**config.mk**
```make
export PLATFORM = sky130hd
export DESIGN_NAME = adri_readout
export DESIGN_NICKNAME = d
export VERILOG_FILES = /design/src/rtl/adri_pkg.sv /design/src/rtl/adri_result_lock.sv /design/src/rtl/adri_readout.sv
export VERILOG_INCLUDE_DIRS = /design/src /design/src/rtl
export SDC_FILE = /design/constraint.sdc
export NUM_CORES = 1
export LEC_CHECK = 0
export BUFFER_PORTS_ARGS = -buffer_cell sky130_fd_sc_hd__buf_2
export CORE_MARGIN = 2
export CORE_UTILIZATION = 58
export CTS_BUF_LIST = sky130_fd_sc_hd__clkbuf_4 sky130_fd_sc_hd__clkbuf_8
export CTS_CLUSTER_DIAMETER = 50
export DETAILED_ROUTE_END_ITERATION = 16
export PLACE_DENSITY = 0.83
export SLEW_MARGIN = 20
export SYNTH_ARGS = -nofsm -noshare
export SYNTH_HDL_FRONTEND = slang
export SYNTH_HIERARCHICAL = 1
export SYNTH_SLANG_ARGS = --single-unit
```
**constraint.sdc**
```tcl
create_clock -name pclk -period 2.4 [get_ports pclk]
set_input_delay 0.36 -clock pclk [delete_from_list [all_inputs] [get_ports pclk]]
set_output_delay 0.36 -clock pclk [all_outputs]
set_load 0.02 [all_outputs]
```
**src/rtl/adri_defines.svh**
```systemverilog
/*
  Constants of the converter result readout and interrupt block: register
  indices, field positions, widths and reset values.
  Assumes inclusion by bare name from every design file that needs them.
*/
`ifndef ADRI_DEFINES_SVH
`define ADRI_DEFINES_SVH

// --------------------------------------------------------------------------
// Register indices (byte address is four times the index)
// --------------------------------------------------------------------------
`define ADRI_IDX_IRQ_FLAG_REG       10'h0E7
`define ADRI_IDX_IRQ_ENABLE_MASK    10'h0E8
`define ADRI_IDX_THRESHOLD_LOW      10'h0E9
`define ADRI_IDX_THRESHOLD_HIGH     10'h0EA
`define ADRI_IDX_CUR_INST_LOW       10'h0EB
`define ADRI_IDX_CUR_INST_HIGH      10'h0EC
`define ADRI_IDX_CUR_ACCUM_B0       10'h0ED
`define ADRI_IDX_CUR_ACCUM_B1       10'h0EE
`define ADRI_IDX_CUR_ACCUM_B2       10'h0EF
`define ADRI_IDX_CUR_ACCUM_B3       10'h0F0
`define ADRI_IDX_VOLT_INST_LOW      10'h0F1
`define ADRI_IDX_VOLT_INST_HIGH     10'h0F2
`define ADRI_IDX_VOLT_ACCUM_B0      10'h0F3
`define ADRI_IDX_VOLT_ACCUM_B1      10'h0F4
`define ADRI_IDX_VOLT_ACCUM_B2      10'h0F5
`define ADRI_IDX_VOLT_ACCUM_B3      10'h0F6
`define ADRI_IDX_CONTROL            10'h0F8
`define ADRI_IDX_READ_STATUS        10'h0F9

// --------------------------------------------------------------------------
// Interrupt flag and enable bit positions
// --------------------------------------------------------------------------
`define ADRI_BIT_VOLT_ACCUM         5
`define ADRI_BIT_VOLT_INST          4
`define ADRI_BIT_REGULAR_CURRENT    2
`define ADRI_BIT_CUR_ACCUM          1
`define ADRI_BIT_CUR_INST           0
`define ADRI_IRQ_VALID              8'h37
`define ADRI_IRQ_RESET              8'h00

// --------------------------------------------------------------------------
// Control register fields and threshold layout
// --------------------------------------------------------------------------
`define ADRI_CTRL_GLOBAL_EN         0
`define ADRI_CTRL_COUNT_LSB         4
`define ADRI_CTRL_COUNT_MSB         7
`define ADRI_THR_HIGH_MSB           6
`define ADRI_THR_RESET              15'h0000
`define ADRI_COUNT_RESET            4'h0

// --------------------------------------------------------------------------
// Result formats
// --------------------------------------------------------------------------
`define ADRI_VACC_PAD               15
`define ADRI_CACC_PAD               14
`define ADRI_INST_PAD               16
`define ADRI_RESULT_RESET           32'h0000_0000
`define ADRI_PRDATA_PAD             24

`endif

```
**src/rtl/adri_pkg.sv**
```systemverilog
/*
  Types of the converter result readout and interrupt block.
  Assumes adri_defines.svh is available for inclusion.
*/
package adri_pkg;

  typedef struct packed {
    logic [31:0] data;
    logic        busy;
  } adri_lock_state_type;

  typedef struct packed {
    logic [7:0]  irq_mask;
    logic [7:0]  irq_flag;
    logic [14:0] threshold;
    logic [3:0]  rc_count_sel;
    logic        global_irq_en;
    logic [4:0]  rc_run;
    logic [7:0]  irq_req;
    logic [31:0] prdata;
    logic        pready;
    logic        pslverr;
  } adri_core_state_type;

endpackage

```
**src/rtl/adri_result_lock.sv**
```systemverilog
/*
  One result register group with read-order locking: loads a new result
  unless a partial read has frozen it, and shows a busy flag meanwhile.
  Assumes read strobes are single-cycle pulses on pclk.
*/
`timescale 1ns/1ps
`include "adri_defines.svh"

module adri_result_lock
  import adri_pkg::*;
(
  input  wire logic        pclk,
  input  wire logic        presetn,
  input  wire logic        load_req,
  input  wire logic [31:0] load_data,
  input  wire logic        rd_low,
  input  wire logic        rd_top,
  output logic [31:0]      data_q,
  output logic             busy_q,
  output logic             loaded
);

  adri_lock_state_type st_q;
  adri_lock_state_type st_d;

  // A load in the cycle of a first low read would tear the pair
  assign loaded = load_req && !st_q.busy && !rd_low;

  always_comb begin
    st_d = st_q;
    if (loaded) begin
      st_d.data = load_data;
    end
    if (rd_low) begin
      st_d.busy = 1'b1;
    end else if (rd_top) begin
      st_d.busy = 1'b0;
    end
  end

  always_ff @(posedge pclk or negedge presetn) begin
    if (!presetn) begin
      st_q.data <= `ADRI_RESULT_RESET;
      st_q.busy <= 1'b0;
    end else begin
      st_q <= st_d;
    end
  end

  assign data_q = st_q.data;
  assign busy_q = st_q.busy;
endmodule

```
**src/rtl/adri_readout.sv**
```systemverilog
/*
  Result readout and interrupt logic of the voltage and current converters,
  reached over APB: interrupt flags and mask, regular-current threshold and
  detection, and four locked result groups.
  Assumes converter results and done pulses arrive on pclk, done is a
  one-cycle pulse with its data valid in that cycle.
*/
`timescale 1ns/1ps
`include "adri_defines.svh"

module adri_readout
  import adri_pkg::*;
(
  input  wire logic        pclk,
  input  wire logic        presetn,
  input  wire logic        psel,
  input  wire logic        penable,
  input  wire logic        pwrite,
  input  wire logic [11:0] paddr,
  input  wire logic [31:0] pwdata,
  output logic [31:0]      prdata,
  output logic             pready,
  output logic             pslverr,
  input  wire logic        volt_inst_done,
  input  wire logic [15:0] volt_inst_data,
  input  wire logic        volt_accum_done,
  input  wire logic [16:0] volt_accum_data,
  input  wire logic        cur_inst_done,
  input  wire logic [15:0] cur_inst_data,
  input  wire logic        cur_accum_done,
  input  wire logic [17:0] cur_accum_data,
  input  wire logic [7:0]  irq_ack,
  output logic [7:0]       irq_req,
  output logic             volt_inst_read_busy,
  output logic             volt_accum_read_busy,
  output logic             cur_inst_read_busy,
  output logic             cur_accum_read_busy
);

  // --------------------------------------------------------------------------
  // Address decoding
  // --------------------------------------------------------------------------
  function automatic logic [9:0] adri_index(input logic [11:0] addr);
    return addr[11:2];
  endfunction

  function automatic logic adri_mapped(input logic [11:0] addr);
    logic [9:0] idx;
    idx = adri_index(addr);
    return (addr[1:0] == 2'b00) &&
           (((idx >= `ADRI_IDX_IRQ_FLAG_REG) && (idx <= `ADRI_IDX_VOLT_ACCUM_B3)) ||
            (idx == `ADRI_IDX_CONTROL) || (idx == `ADRI_IDX_READ_STATUS));
  endfunction

  function automatic logic adri_hit(input logic [11:0] addr, input logic [9:0] idx);
    return (addr[1:0] == 2'b00) && (adri_index(addr) == idx);
  endfunction

  adri_core_state_type st_q;
  adri_core_state_type st_d;

  logic        apb_setup;
  logic        apb_rd_setup;
  logic        apb_write;
  logic [9:0]  idx;
  logic [7:0]  rd_byte;
  logic [7:0]  set_vec;
  logic [7:0]  clr_vec;
  logic [4:0]  rc_target;
  logic        rc_exceed;
  logic        rc_fire;
  logic        flag_wr;

  logic [31:0] vinst_q;
  logic [31:0] vacc_q;
  logic [31:0] cinst_q;
  logic [31:0] cacc_q;
  logic        vinst_loaded;
  logic        vacc_loaded;
  logic        cinst_loaded;
  logic        cacc_loaded;

  assign idx          = adri_index(paddr);
  assign apb_setup    = psel && !penable;
  assign apb_rd_setup = apb_setup && !pwrite;
  // Writes land at the completing access edge
  assign apb_write    = psel && penable && pwrite && st_q.pready;
  assign flag_wr      = apb_write && adri_hit(paddr, `ADRI_IDX_IRQ_FLAG_REG);

  // --------------------------------------------------------------------------
  // Result groups
  // --------------------------------------------------------------------------
  adri_result_lock u_volt_inst (
    .pclk      (pclk),
    .presetn   (presetn),
    .load_req  (volt_inst_done),
    .load_data ({{`ADRI_INST_PAD{1'b0}}, volt_inst_data}),
    .rd_low    (apb_rd_setup && adri_hit(paddr, `ADRI_IDX_VOLT_INST_LOW)),
    .rd_top    (apb_rd_setup && adri_hit(paddr, `ADRI_IDX_VOLT_INST_HIGH)),
    .data_q    (vinst_q),
    .busy_q    (volt_inst_read_busy),
    .loaded    (vinst_loaded)
  );

  adri_result_lock u_volt_accum (
    .pclk      (pclk),
    .presetn   (presetn),
    .load_req  (volt_accum_done),
    .load_data ({volt_accum_data, {`ADRI_VACC_PAD{1'b0}}}),
    .rd_low    (apb_rd_setup && (adri_hit(paddr, `ADRI_IDX_VOLT_ACCUM_B0) ||
                adri_hit(paddr, `ADRI_IDX_VOLT_ACCUM_B1) ||
                adri_hit(paddr, `ADRI_IDX_VOLT_ACCUM_B2))),
    .rd_top    (apb_rd_setup && adri_hit(paddr, `ADRI_IDX_VOLT_ACCUM_B3)),
    .data_q    (vacc_q),
    .busy_q    (volt_accum_read_busy),
    .loaded    (vacc_loaded)
  );

  adri_result_lock u_cur_inst (
    .pclk      (pclk),
    .presetn   (presetn),
    .load_req  (cur_inst_done),
    .load_data ({{`ADRI_INST_PAD{1'b0}}, cur_inst_data}),
    .rd_low    (apb_rd_setup && adri_hit(paddr, `ADRI_IDX_CUR_INST_LOW)),
    .rd_top    (apb_rd_setup && adri_hit(paddr, `ADRI_IDX_CUR_INST_HIGH)),
    .data_q    (cinst_q),
    .busy_q    (cur_inst_read_busy),
    .loaded    (cinst_loaded)
  );

  adri_result_lock u_cur_accum (
    .pclk      (pclk),
    .presetn   (presetn),
    .load_req  (cur_accum_done),
    .load_data ({cur_accum_data, {`ADRI_CACC_PAD{cur_accum_data[17]}}}),
    .rd_low    (apb_rd_setup && (adri_hit(paddr, `ADRI_IDX_CUR_ACCUM_B0) ||
                adri_hit(paddr, `ADRI_IDX_CUR_ACCUM_B1) ||
                adri_hit(paddr, `ADRI_IDX_CUR_ACCUM_B2))),
    .rd_top    (apb_rd_setup && adri_hit(paddr, `ADRI_IDX_CUR_ACCUM_B3)),
    .data_q    (cacc_q),
    .busy_q    (cur_accum_read_busy),
    .loaded    (cacc_loaded)
  );

  // --------------------------------------------------------------------------
  // Regular-current detection
  // --------------------------------------------------------------------------
  assign rc_target = {1'b0, st_q.rc_count_sel} + 5'h01;
  assign rc_exceed = $signed(cur_accum_data) > $signed({3'b000, st_q.threshold});
  assign rc_fire   = cur_accum_done && rc_exceed && ((st_q.rc_run + 5'h01) == rc_target);

  // --------------------------------------------------------------------------
  // Read data
  // --------------------------------------------------------------------------
  always_comb begin
    rd_byte = 8'h00;
    case (idx)
      `ADRI_IDX_IRQ_FLAG_REG:    rd_byte = st_q.irq_flag & `ADRI_IRQ_VALID;
      `ADRI_IDX_IRQ_ENABLE_MASK: rd_byte = st_q.irq_mask & `ADRI_IRQ_VALID;
      `ADRI_IDX_THRESHOLD_LOW:   rd_byte = st_q.threshold[7:0];
      `ADRI_IDX_THRESHOLD_HIGH:  rd_byte = {1'b0, st_q.threshold[14:8]};
      `ADRI_IDX_CUR_INST_LOW:    rd_byte = cinst_q[7:0];
      `ADRI_IDX_CUR_INST_HIGH:   rd_byte = cinst_q[15:8];
      `ADRI_IDX_CUR_ACCUM_B0:    rd_byte = cacc_q[7:0];
      `ADRI_IDX_CUR_ACCUM_B1:    rd_byte = cacc_q[15:8];
      `ADRI_IDX_CUR_ACCUM_B2:    rd_byte = cacc_q[23:16];
      `ADRI_IDX_CUR_ACCUM_B3:    rd_byte = cacc_q[31:24];
      `ADRI_IDX_VOLT_INST_LOW:   rd_byte = vinst_q[7:0];
      `ADRI_IDX_VOLT_INST_HIGH:  rd_byte = vinst_q[15:8];
      `ADRI_IDX_VOLT_ACCUM_B0:   rd_byte = vacc_q[7:0];
      `ADRI_IDX_VOLT_ACCUM_B1:   rd_byte = vacc_q[15:8];
      `ADRI_IDX_VOLT_ACCUM_B2:   rd_byte = vacc_q[23:16];
      `ADRI_IDX_VOLT_ACCUM_B3:   rd_byte = vacc_q[31:24];
      `ADRI_IDX_CONTROL:         rd_byte = {st_q.rc_count_sel, 3'b000, st_q.global_irq_en};
      `ADRI_IDX_READ_STATUS:     rd_byte = {4'h0, volt_accum_read_busy, volt_inst_read_busy,
                                            cur_accum_read_busy, cur_inst_read_busy};
      default:                   rd_byte = 8'h00;
    endcase
    if (paddr[1:0] != 2'b00) begin
      rd_byte = 8'h00;
    end
  end

  // --------------------------------------------------------------------------
  // Next state
  // --------------------------------------------------------------------------
  always_comb begin
    set_vec = 8'h00;
    clr_vec = irq_ack;
    st_d = st_q;
    st_d.pready  = 1'b0;
    st_d.pslverr = 1'b0;
    if (apb_setup) begin
      st_d.pready  = 1'b1;
      st_d.pslverr = !adri_mapped(paddr);
      st_d.prdata  = pwrite ? st_q.prdata : {{`ADRI_PRDATA_PAD{1'b0}}, rd_byte};
    end
    if (apb_write) begin
      if (adri_hit(paddr, `ADRI_IDX_IRQ_ENABLE_MASK)) begin
        st_d.irq_mask = pwdata[7:0] & `ADRI_IRQ_VALID;
      end
      if (adri_hit(paddr, `ADRI_IDX_THRESHOLD_LOW)) begin
        st_d.threshold[7:0] = pwdata[7:0];
      end
      if (adri_hit(paddr, `ADRI_IDX_THRESHOLD_HIGH)) begin
        st_d.threshold[14:8] = pwdata[`ADRI_THR_HIGH_MSB:0];
      end
      if (adri_hit(paddr, `ADRI_IDX_CONTROL)) begin
        st_d.global_irq_en = pwdata[`ADRI_CTRL_GLOBAL_EN];
        st_d.rc_count_sel  = pwdata[`ADRI_CTRL_COUNT_MSB:`ADRI_CTRL_COUNT_LSB];
      end
    end
    if (flag_wr) begin
      clr_vec = clr_vec | pwdata[7:0];
    end
    // Consecutive exceedance counter
    if (cur_accum_done) begin
      if (!rc_exceed) begin
        st_d.rc_run = 5'h00;
      end else if (rc_fire) begin
        st_d.rc_run = 5'h00;
      end else begin
        st_d.rc_run = st_q.rc_run + 5'h01;
      end
    end
    set_vec[`ADRI_BIT_CUR_INST]         = cinst_loaded;
    set_vec[`ADRI_BIT_CUR_ACCUM]        = cacc_loaded;
    set_vec[`ADRI_BIT_VOLT_INST]        = vinst_loaded;
    set_vec[`ADRI_BIT_VOLT_ACCUM]       = vacc_loaded;
    set_vec[`ADRI_BIT_REGULAR_CURRENT]  = rc_fire;
    // Set wins over a clear in the same cycle
    st_d.irq_flag = ((st_q.irq_flag & ~clr_vec) | set_vec) & `ADRI_IRQ_VALID;
    st_d.irq_req  = st_q.irq_flag & st_q.irq_mask &
                    {8{st_q.global_irq_en}};
  end

  always_ff @(posedge pclk or negedge presetn) begin
    if (!presetn) begin
      st_q.irq_mask      <= `ADRI_IRQ_RESET;
      st_q.irq_flag      <= `ADRI_IRQ_RESET;
      st_q.threshold     <= `ADRI_THR_RESET;
      st_q.rc_count_sel  <= `ADRI_COUNT_RESET;
      st_q.global_irq_en <= 1'b0;
      st_q.rc_run        <= 5'h00;
      st_q.irq_req       <= `ADRI_IRQ_RESET;
      st_q.prdata        <= `ADRI_RESULT_RESET;
      st_q.pready        <= 1'b0;
      st_q.pslverr       <= 1'b0;
    end else begin
      st_q <= st_d;
    end
  end

  assign prdata  = st_q.prdata;
  assign pready  = st_q.pready;
  assign pslverr = st_q.pslverr;
  assign irq_req = st_q.irq_req;
endmodule

```
* Word level (Yosys, flattened, before mapping)
Cells that the tools add are included.
** Storage, ports and cells
- Register bits :: 138
- Latch bits :: 0
- Bits in writable memories :: 0
- ROM bits :: 0
- Output and inout port bits :: 46
- Word-level logic and storage cells :: 135
- Memories :: 0
** Operators by class
- Add/subtract/negate cells :: 2
- $mul :: 0
- Div/mod/pow operators :: 0
- Order comparisons :: 3
- Equality and inequality tests :: 19
- Shift operators :: 0
- Muxes and demuxes :: 14
- Bitwise operators :: 7
- Reductions and logical operators :: 71
** Operators by type and width (count)
- $eq A10 B8 Y1 const B :: 18
- $pmux W8 S17 :: 1
- $logic_and A1 B1 Y1 :: 43
- $gt A18 B16 Y1 :: 1
- $and A6 B6 Y6 :: 2
- $or A6 B6 Y6 :: 2
- $logic_not A1 Y1 :: 11
- $ge A10 B8 Y1 const B :: 1
- $le A10 B8 Y1 const B :: 1
- $mux W5 :: 2
- $reduce_and A2 Y1 :: 5
- $reduce_bool A2 Y1 :: 5
- $and A6 B8 Y8 :: 1
- $mux W1 :: 8
- $mux W8 :: 1
- $logic_or A1 B1 Y1 :: 6
- $mux W6 :: 1
- $not A6 Y6 :: 1
- $add A4 B1 Y5 const B :: 1
- $add A5 B1 Y5 const B :: 1
- $eq A5 B5 Y1 :: 1
- $logic_not A2 Y1 :: 1
- $mux W2 :: 1
- $not A1 Y1 :: 1

* Longest topological paths before layout
Gate-level depths: netlist (run 1).
- Word-level depth :: 8
- Gate-level depth with buffers :: 9
- Depth with buffers taken out :: 8

* Modules after synthesis
The synthesis (run 1) kept the hierarchy.
** Modules (own cells, without submodules)
- adri_result_lock :: instances 4, cells an instance 71, area each 1249.9 um^2, sequential area each 825.8 um^2
- adri_readout :: instances 1, cells an instance 461, area each 4166.5 um^2, sequential area each 1251.2 um^2

* Worst setup path before layout (run 1)
Ideal clock, no wire load.
- Path kind :: input to register
- Start point :: input psel
- End point :: register u_cur_accum.st_q, in the netlist u_cur_accum/data_q[30]
- Library setup time :: 0.127 ns
- Arrival :: 2.317 ns
- Setup slack :: -0.045 ns
- Stages :: 9
- Cells stage by stage :: nor2b_1 -> nand2b_1 -> clkbuf_1 -> or3_1 -> clkbuf_1 -> nor4_1 -> nor3b_4 -> buf_6 -> mux2_1
** On the way
- Longest elaborated chain between the ends :: 5
** Ends and longest elaborated chain
- start: declaration :: RTL line adri_readout.sv:16 : input wire logic psel,
- $logic_and A1 B1 Y1 :: RTL line adri_readout.sv:84 : assign apb_setup = psel && !penable;
- $logic_and A1 B1 Y1 :: RTL line adri_readout.sv:85 : assign apb_rd_setup = apb_setup && !pwrite;
- $logic_and A1 B1 Y1 :: RTL line adri_readout.sv:136 : .rd_low (apb_rd_setup && (adri_hit(paddr, `ADRI_IDX_CUR_ACCUM_B0) ||
- $logic_not A1 Y1 :: RTL line adri_result_lock.sv:27 : assign loaded = load_req && !st_q.busy && !rd_low;
- $logic_and A1 B1 Y1 :: RTL line adri_result_lock.sv:27
- end signal: assignment :: RTL line adri_result_lock.sv:46 : st_q <= st_d;
- end: declaration :: RTL line adri_result_lock.sv:23 : adri_lock_state_type st_q;
No other way between the ends.
A chain may end at the register's enable or synchronous reset.

* Worst setup path after layout (run 1)
- Start point :: register st_q[42] in the netlist's numbering
- End point :: register st_q[44] in the netlist's numbering
** On the way
- Longest elaborated chain between the ends :: 5
** Ends and longest elaborated chain
- start: declaration :: RTL line adri_readout.sv:59 : adri_core_state_type st_q;
- start signal: assignment :: RTL line adri_readout.sv:250 : st_q <= st_d;
- $add A5 B1 Y5 * :: RTL line adri_readout.sv:150, adri_readout.sv:223
- $eq A5 B5 Y1 :: RTL line adri_readout.sv:150 : assign rc_fire = cur_accum_done && rc_exceed && ((st_q.rc_run + 5'h01) == rc_target);
- $logic_and A1 B1 Y1 :: RTL line adri_readout.sv:150
- $mux W5 * :: RTL line adri_readout.sv:220 : end else if (rc_fire) begin
- $mux W5 * :: RTL line adri_readout.sv:218 : if (!rc_exceed) begin
Mark *: on every way between the ends. The rest lies on a longest branch, timed or not.

==> flow_metrics.py, run 1 <==
metrics = {
    "outcome": {
        "outcome": "completed",
    },
    "timing": {
        "finalCritPeriodShare": 0.855,
        "setup_viol": 0,
        "slew_viol_final": 0,
        "fin_skew_ps": 13.1,
        "tightestPinTransition_ps": 1090,
        "whs_ps": 112,
        "final.setup.tns_ps": 0,
        "fin_crit_ps": 2050,
        "hold_viol_final": 0,
        "rsz0062_at_grt": "false",
        "slew_headroom": 0.273,
        "max_freq_mhz": 487,
    },
    "grt": {
        "antenna_found_initial": 0,
        "grt_pass1_wl_um": 33900,
        "grt.total_usage": 0.311,
        "grt_overflow": 0,
        "grt_start_max_net_pins": 68,
        "grt_pass1_vias": 6238,
    },
    "hold_path": {
        "hold_start": "volt_accum_data[15]",
        "hp-class": "in -> reg",
    },
    "power_and_ir_drop": {
        "p_sw_frac": 0.265,
        "p_sw_mw": 1.51,
        "power_frac_comb": 0.139,
        "pwr-share-clk": 0.362,
        "power.density_mw_per_mm2": 612,
        "seq_power_share": 0.499,
        "internal_power_mw": 4.18,
        "ir_worst_vdd_mv": 0.447,
        "leakagePower_nw": 4.25,
    },
    "clock_network": {
        "clk_latency_ps": 460,
        "postCtsSetupBuffers": 0,
        "cts_tree": "yes",
        "cts_buffers": 17,
        "cts.clk_slew.worst_paths_ps": 80,
        "clockBufferDepth": 2,
        "clockRootBuffer": "clkbuf_8",
        "clock-sinks": 150,
        "htree_levels": 4,
    },
    "logic_synthesis": {
        "synth_cells": 681,
        "ys_warn_count": 6,
        "synth.avg_cell_area_um2": 11.8,
        "netlist_area_mm2": 0.00801,
    },
    "setup_path": {
        "r2r-start": "st_q[42]",
        "arrival_ps": 2420,
        "ff2ff_setup_slack_ps": 350,
        "crit_family": "compound AO/OA/AOI/OAI gates",
        "critPathKind": "reg -> reg",
        "cp_num_buf_inv": 0,
        "worstPathMaxFanout": 5,
        "crit_slowest_cell": "dfrtp_1",
        "path_cells": "ha_1 -> xor2_1 -> nor3_1 -> o31a_1 -> o2111ai_2 -> nand3_2 -> o221ai_1",
        "start_kind": "register",
        "crit_required_ps": 2770,
        "worstSetupEndpointType": "register",
        "max_stage_delay_ps": 450,
        "crit_path_start": "st_q[42]",
    },
    "routing": {
        "dr.pass1.iters": 6,
        "drtAntennaViolNets": 0,
        "wl_um": 21800,
        "post-route-drc-count": 0,
        "vias": 6149,
        "wl_per_cell_um": 21.2,
        "initialDrtViolationCount": 583,
        "via_per_inst": 6.00,
    },
    "die": {
        "io_pins": 174,
        "die-area_mm2": 0.0148,
        "start_util": 0.600,
        "fp-row-count": 42,
        "core_area_mm2": 0.0133,
        "dieWidth_um": 121,
        "fp.dieH_um": 121,
    },
    "layout": {
        "stdcell_count": 1025,
        "layout.cells.most_common": "dfrtp_1",
        "area_growth_pct": 16.1,
        "n_antenna_cell": 0,
        "nets": 981,
        "fin_util": 0.696,
        "layout_common_cells": "150 x dfrtp_1, 125 x mux2_2, 118 x buf_2, 47 x buf_4, 42 x conb_1",
        "drive_gt1_frac": 0.411,
    },
    "placed_design": {
        "portBuffers": 119,
        "dp_cells": 992,
        "dp_hpwl_um": 16700,
        "gp_congestion": 0.949,
    },
    "job": {
        "drv_cap": 0,
    },
}
==> repair_timing <==
item	4_1_cts	5_1_grt
endpoints found under the hold margin	63	0
resized for setup	0	0
hold buffers	1	0
==> power by group through the flow <==
stage	registers, mW	clock network (mW)	logic, mW
2_1_floorplan	2.83	0	0.516
3_3_place_gp	2.87	0	0.744
3_5_place_dp	2.88	0	0.780
4_1_cts	2.83	2.08	0.785
5_1_grt	2.85	2.20	0.857
6_report	2.84	2.06	0.791
==> metrics by stage <==
| step | area, µm² | worst slack, ps | total power, mW |
|---|---|---|---|
| after floorplan | 8170 | 91.2 | 3.34 |
| after global placement | 8860 | -27.7 | 3.61 |
| after detailed placement | 8860 | -60.6 | 3.66 |
| after CTS | 9290 | 344 | 5.70 |
| after global routing | 9290 | 184 | 5.91 |
| final | 9290 | 348 | 5.69 |
==> cell type report <==
type / count / area (µm²)
repair buffers: 171 / 1040
well taps: 176 / 220
clock inverters: 11 / 149
multi-input cells: 464 / 3740
flip-flops and latches: 150 / 3750
clock buffers: 21 / 270
inverters: 32 / 120
fillers: 1017 / 4050
==> routing by layer <==
layer  vias up  wire (µm)  share of wire  GRT usage
met5         -          0              0          0
met4         0        543          0.025      0.108
met3        48       1730          0.079     0.0677
met2       310      10300           0.47      0.494
met1      3073       9220           0.42      0.423
li1       2718          -              -          -
==> final timing paths <==
| path | endpoint | cells after the start |
|---|---|---|
| worst min-delay path | u_volt_accum/data_q[30] | 2 |
| min in group asynchronous | u_volt_accum/data_q[31] | 2 |
| max in group asynchronous | u_volt_accum/data_q[19] | 3 |
| worst max-delay path | st_q[44] | 7 |
| worst max register to register | st_q[44] | 7 |
| worst min register to register | prdata[2] | 2 |
==> flip-flops by register name, summed over array words and instances, names as in the netlist <==
name,cells
prdata,8
u_volt_inst/data_q,16
u_cur_inst/data_q,16
u_cur_inst/busy_q,1
u_volt_accum/data_q,32
irq_req,5
st_q,35
u_volt_inst/busy_q,1
u_cur_accum/busy_q,1
u_cur_accum/data_q,32
u_volt_accum/busy_q,1
pslverr,1
pready,1
(Power assumes the default switching activity.)
==> inputs of run 2 (changes only) <==
--- a/config.mk
+++ b/config.mk
@@ -7,7 +7,7 @@
 export NUM_CORES = 1
 export LEC_CHECK = 0
 export BUFFER_PORTS_ARGS = -buffer_cell sky130_fd_sc_hd__buf_2
-export CORE_MARGIN = 2
+export CORE_MARGIN = 4
 export CORE_UTILIZATION = 58
 export CTS_BUF_LIST = sky130_fd_sc_hd__clkbuf_4 sky130_fd_sc_hd__clkbuf_8
 export CTS_CLUSTER_DIAMETER = 50
==> run 2 against run 1 <==
Compared with the run above: first-iteration DRC count down 5.3%; non-clock buffer count down 1; cell count about the same; largest power group unchanged; critical path depth rose by 2; clock skew is essentially flat; sequential power about the same; register-to-register slack lost 40 ps; sequential cell count is the same; critical endpoint is now u_cur_accum/data_q[11]; combinational power fell by 0.8%; utilization down 0.12 points; via count grew 0.18%.
==> flow_metrics.py, run 2 (same netlist as run 1, synthesis figures left out) <==
metrics = {
    "timing": {
        "fin_skew_ps": 13.0,
        "slew_headroom": 0.335,
        "hold_viol_final": 0,
        "finalCritPeriodShare": 0.878,
        "setup_viol": 0,
        "slew_viol_final": 0,
        "final.setup.tns_ps": 0,
        "rsz0062_at_grt": "false",
        "max_freq_mhz": 475,
        "tightestPinTransition_ps": 996,
        "fin_crit_ps": 2110,
        "setup_slack_ps": 293,
    },
    "die": {
        "fp.dieH_um": 125,
        "io_pins": 174,
        "core_area_mm2": 0.0134,
        "start_util": 0.597,
        "die-area_mm2": 0.0157,
        "fp-row-count": 42,
        "dieWidth_um": 125,
    },
    "clock_network": {
        "clk_latency_ps": 470,
        "cts_buffers": 17,
        "clockBufferDepth": 2,
        "clock-sinks": 150,
        "htree_levels": 4,
        "cts_tree": "yes",
        "cts.clk_slew.worst_paths_ps": 90,
        "clockRootBuffer": "clkbuf_8",
    },
    "placed_design": {
        "dp_hpwl_um": 16700,
        "dp_cells": 991,
        "portBuffers": 119,
        "gp_congestion": 0.973,
        "post-place-ws_ps": -114,
    },
    "routing": {
        "drtAntennaViolNets": 0,
        "dr.pass1.iters": 5,
        "wl_um": 22300,
        "post-route-drc-count": 0,
        "initialDrtViolationCount": 552,
        "wl_per_cell_um": 21.7,
        "vias": 6160,
        "via_per_inst": 6.02,
    },
    "layout": {
        "regMostFlops": "st_q",
        "n_antenna_cell": 0,
        "stdcell_count": 1024,
        "nFillCells": 984,
        "regArea_mm2": 0.00375,
        "multi_input_area_mm2": 0.00374,
        "drive_gt1_frac": 0.410,
        "layout.cells.most_common": "dfrtp_1",
        "nets": 980,
        "area_growth_pct": 16.3,
        "largest_reg_flops": 35,
        "layout_common_cells": "150 x dfrtp_1, 125 x mux2_2, 118 x buf_2, 46 x buf_4, 42 x conb_1",
    },
    "power_and_ir_drop": {
        "p_sw_frac": 0.267,
        "ir_worst_vdd_mv": 0.518,
        "seq_power_share": 0.489,
        "leakagePower_nw": 4.26,
        "power_frac_comb": 0.135,
        "power.density_mw_per_mm2": 624,
        "p_sw_mw": 1.55,
        "pwr-share-clk": 0.376,
        "internal_power_mw": 4.26,
    },
    "grt": {
        "antenna_found_initial": 0,
        "grt_start_max_net_pins": 59,
        "grt.total_usage": 0.288,
        "grt_overflow": 0,
        "grt_pass1_wl_um": 35100,
        "grt_pass1_vias": 6278,
    },
    "setup_path": {
        "arrival_ps": 2460,
        "crit_required_ps": 2750,
        "critPathKind": "in -> reg",
        "start_kind": "input pin",
        "worstPathMaxFanout": 21,
        "worstSetupEndpointType": "register",
    },
    "job": {
        "drv_cap": 0,
    },
    "outcome": {
        "outcome": "completed",
    },
    "hold_path": {
        "hp-class": "in -> reg",
    },
}
## run 2: cell count changes in the layout (fill, tap and decap cells not counted)
cell and delta:
clkinv_4 +3, buf_4 -1, clkbuf_4 -3, inv_6 +1, bufinv_16 +1, clkinvlp_4 -2
## run 2: through the flow
| step | hold slack, ps | power, mW | util | instance area [µm²] |
|---|---|---|---|---|
| after global routing | 107 | 6.02 | 0.695 | 9310 |
| after floorplan | 64.4 | 3.34 | - | 8170 |
| after global placement | 360 | 3.61 | 0.661 | 8860 |
| after detailed placement | 370 | 3.66 | 0.661 | 8860 |
| final | 121 | 5.81 | 0.695 | 9310 |
| after CTS | 100 | 5.82 | 0.695 | 9310 |
## run 2: power by group through the flow
stage	Sequential (mW)	Combinational (mW)	Clock (mW)
after global routing	2.86	0.853	2.30
after CTS	2.84	0.779	2.21
final	2.84	0.785	2.18
after floorplan	2.83	0.516	0
after global placement	2.87	0.741	0
after detailed placement	2.88	0.772	0
## run 2: final timing paths
kind / from / cells past startpoint / to / slack (ps)
min: volt_accum_data[13] / 2 / u_volt_accum/data_q[28] / 120
max: psel / 9 / u_cur_accum/data_q[11] / 290
min reg2reg: prdata[5] / 2 / prdata[5] / 490
max in group asynchronous: presetn / 3 / st_q[60] / 1250
min in group asynchronous: presetn / 2 / u_volt_accum/data_q[28] / 430
max reg2reg: st_q[42] / 7 / st_q[44] / 310
## run 2: final cells by class
cell class                 instances  area share
clock buffer                      18      0.0266
clock inverter                    14      0.0214
inverter                          32      0.0129
multi-input combinational        464       0.401
sequential                       150       0.403
tap                              176      0.0236
timing repair buffer             170       0.111
## run 2: metal layers
layer | track usage | vias up | share of wire
met5 | 0 | - | 0
met4 | 0.105 | 0 | 0.030
met3 | 0.0635 | 55 | 0.088
met2 | 0.450 | 334 | 0.46
met1 | 0.400 | 3054 | 0.42
li1 | - | 2717 | -
## run 2: critical path, stage by stage
cell and delay (ps):
buf_2 100, nor2b_1 140, nand2b_1 80, or3_1 220, nor4_2 80, buf_4 150
nor3b_4 680, buf_12 260, mux2_2 360
## run 2: repair_timing
| action | CTS | global route |
|---|---|---|
| gates resized for setup | 0 | 0 |
| setup buffers | 0 | 0 |
| hold buffers | 1 | 0 |
| endpoints found under the hold margin | 54 | 0 |
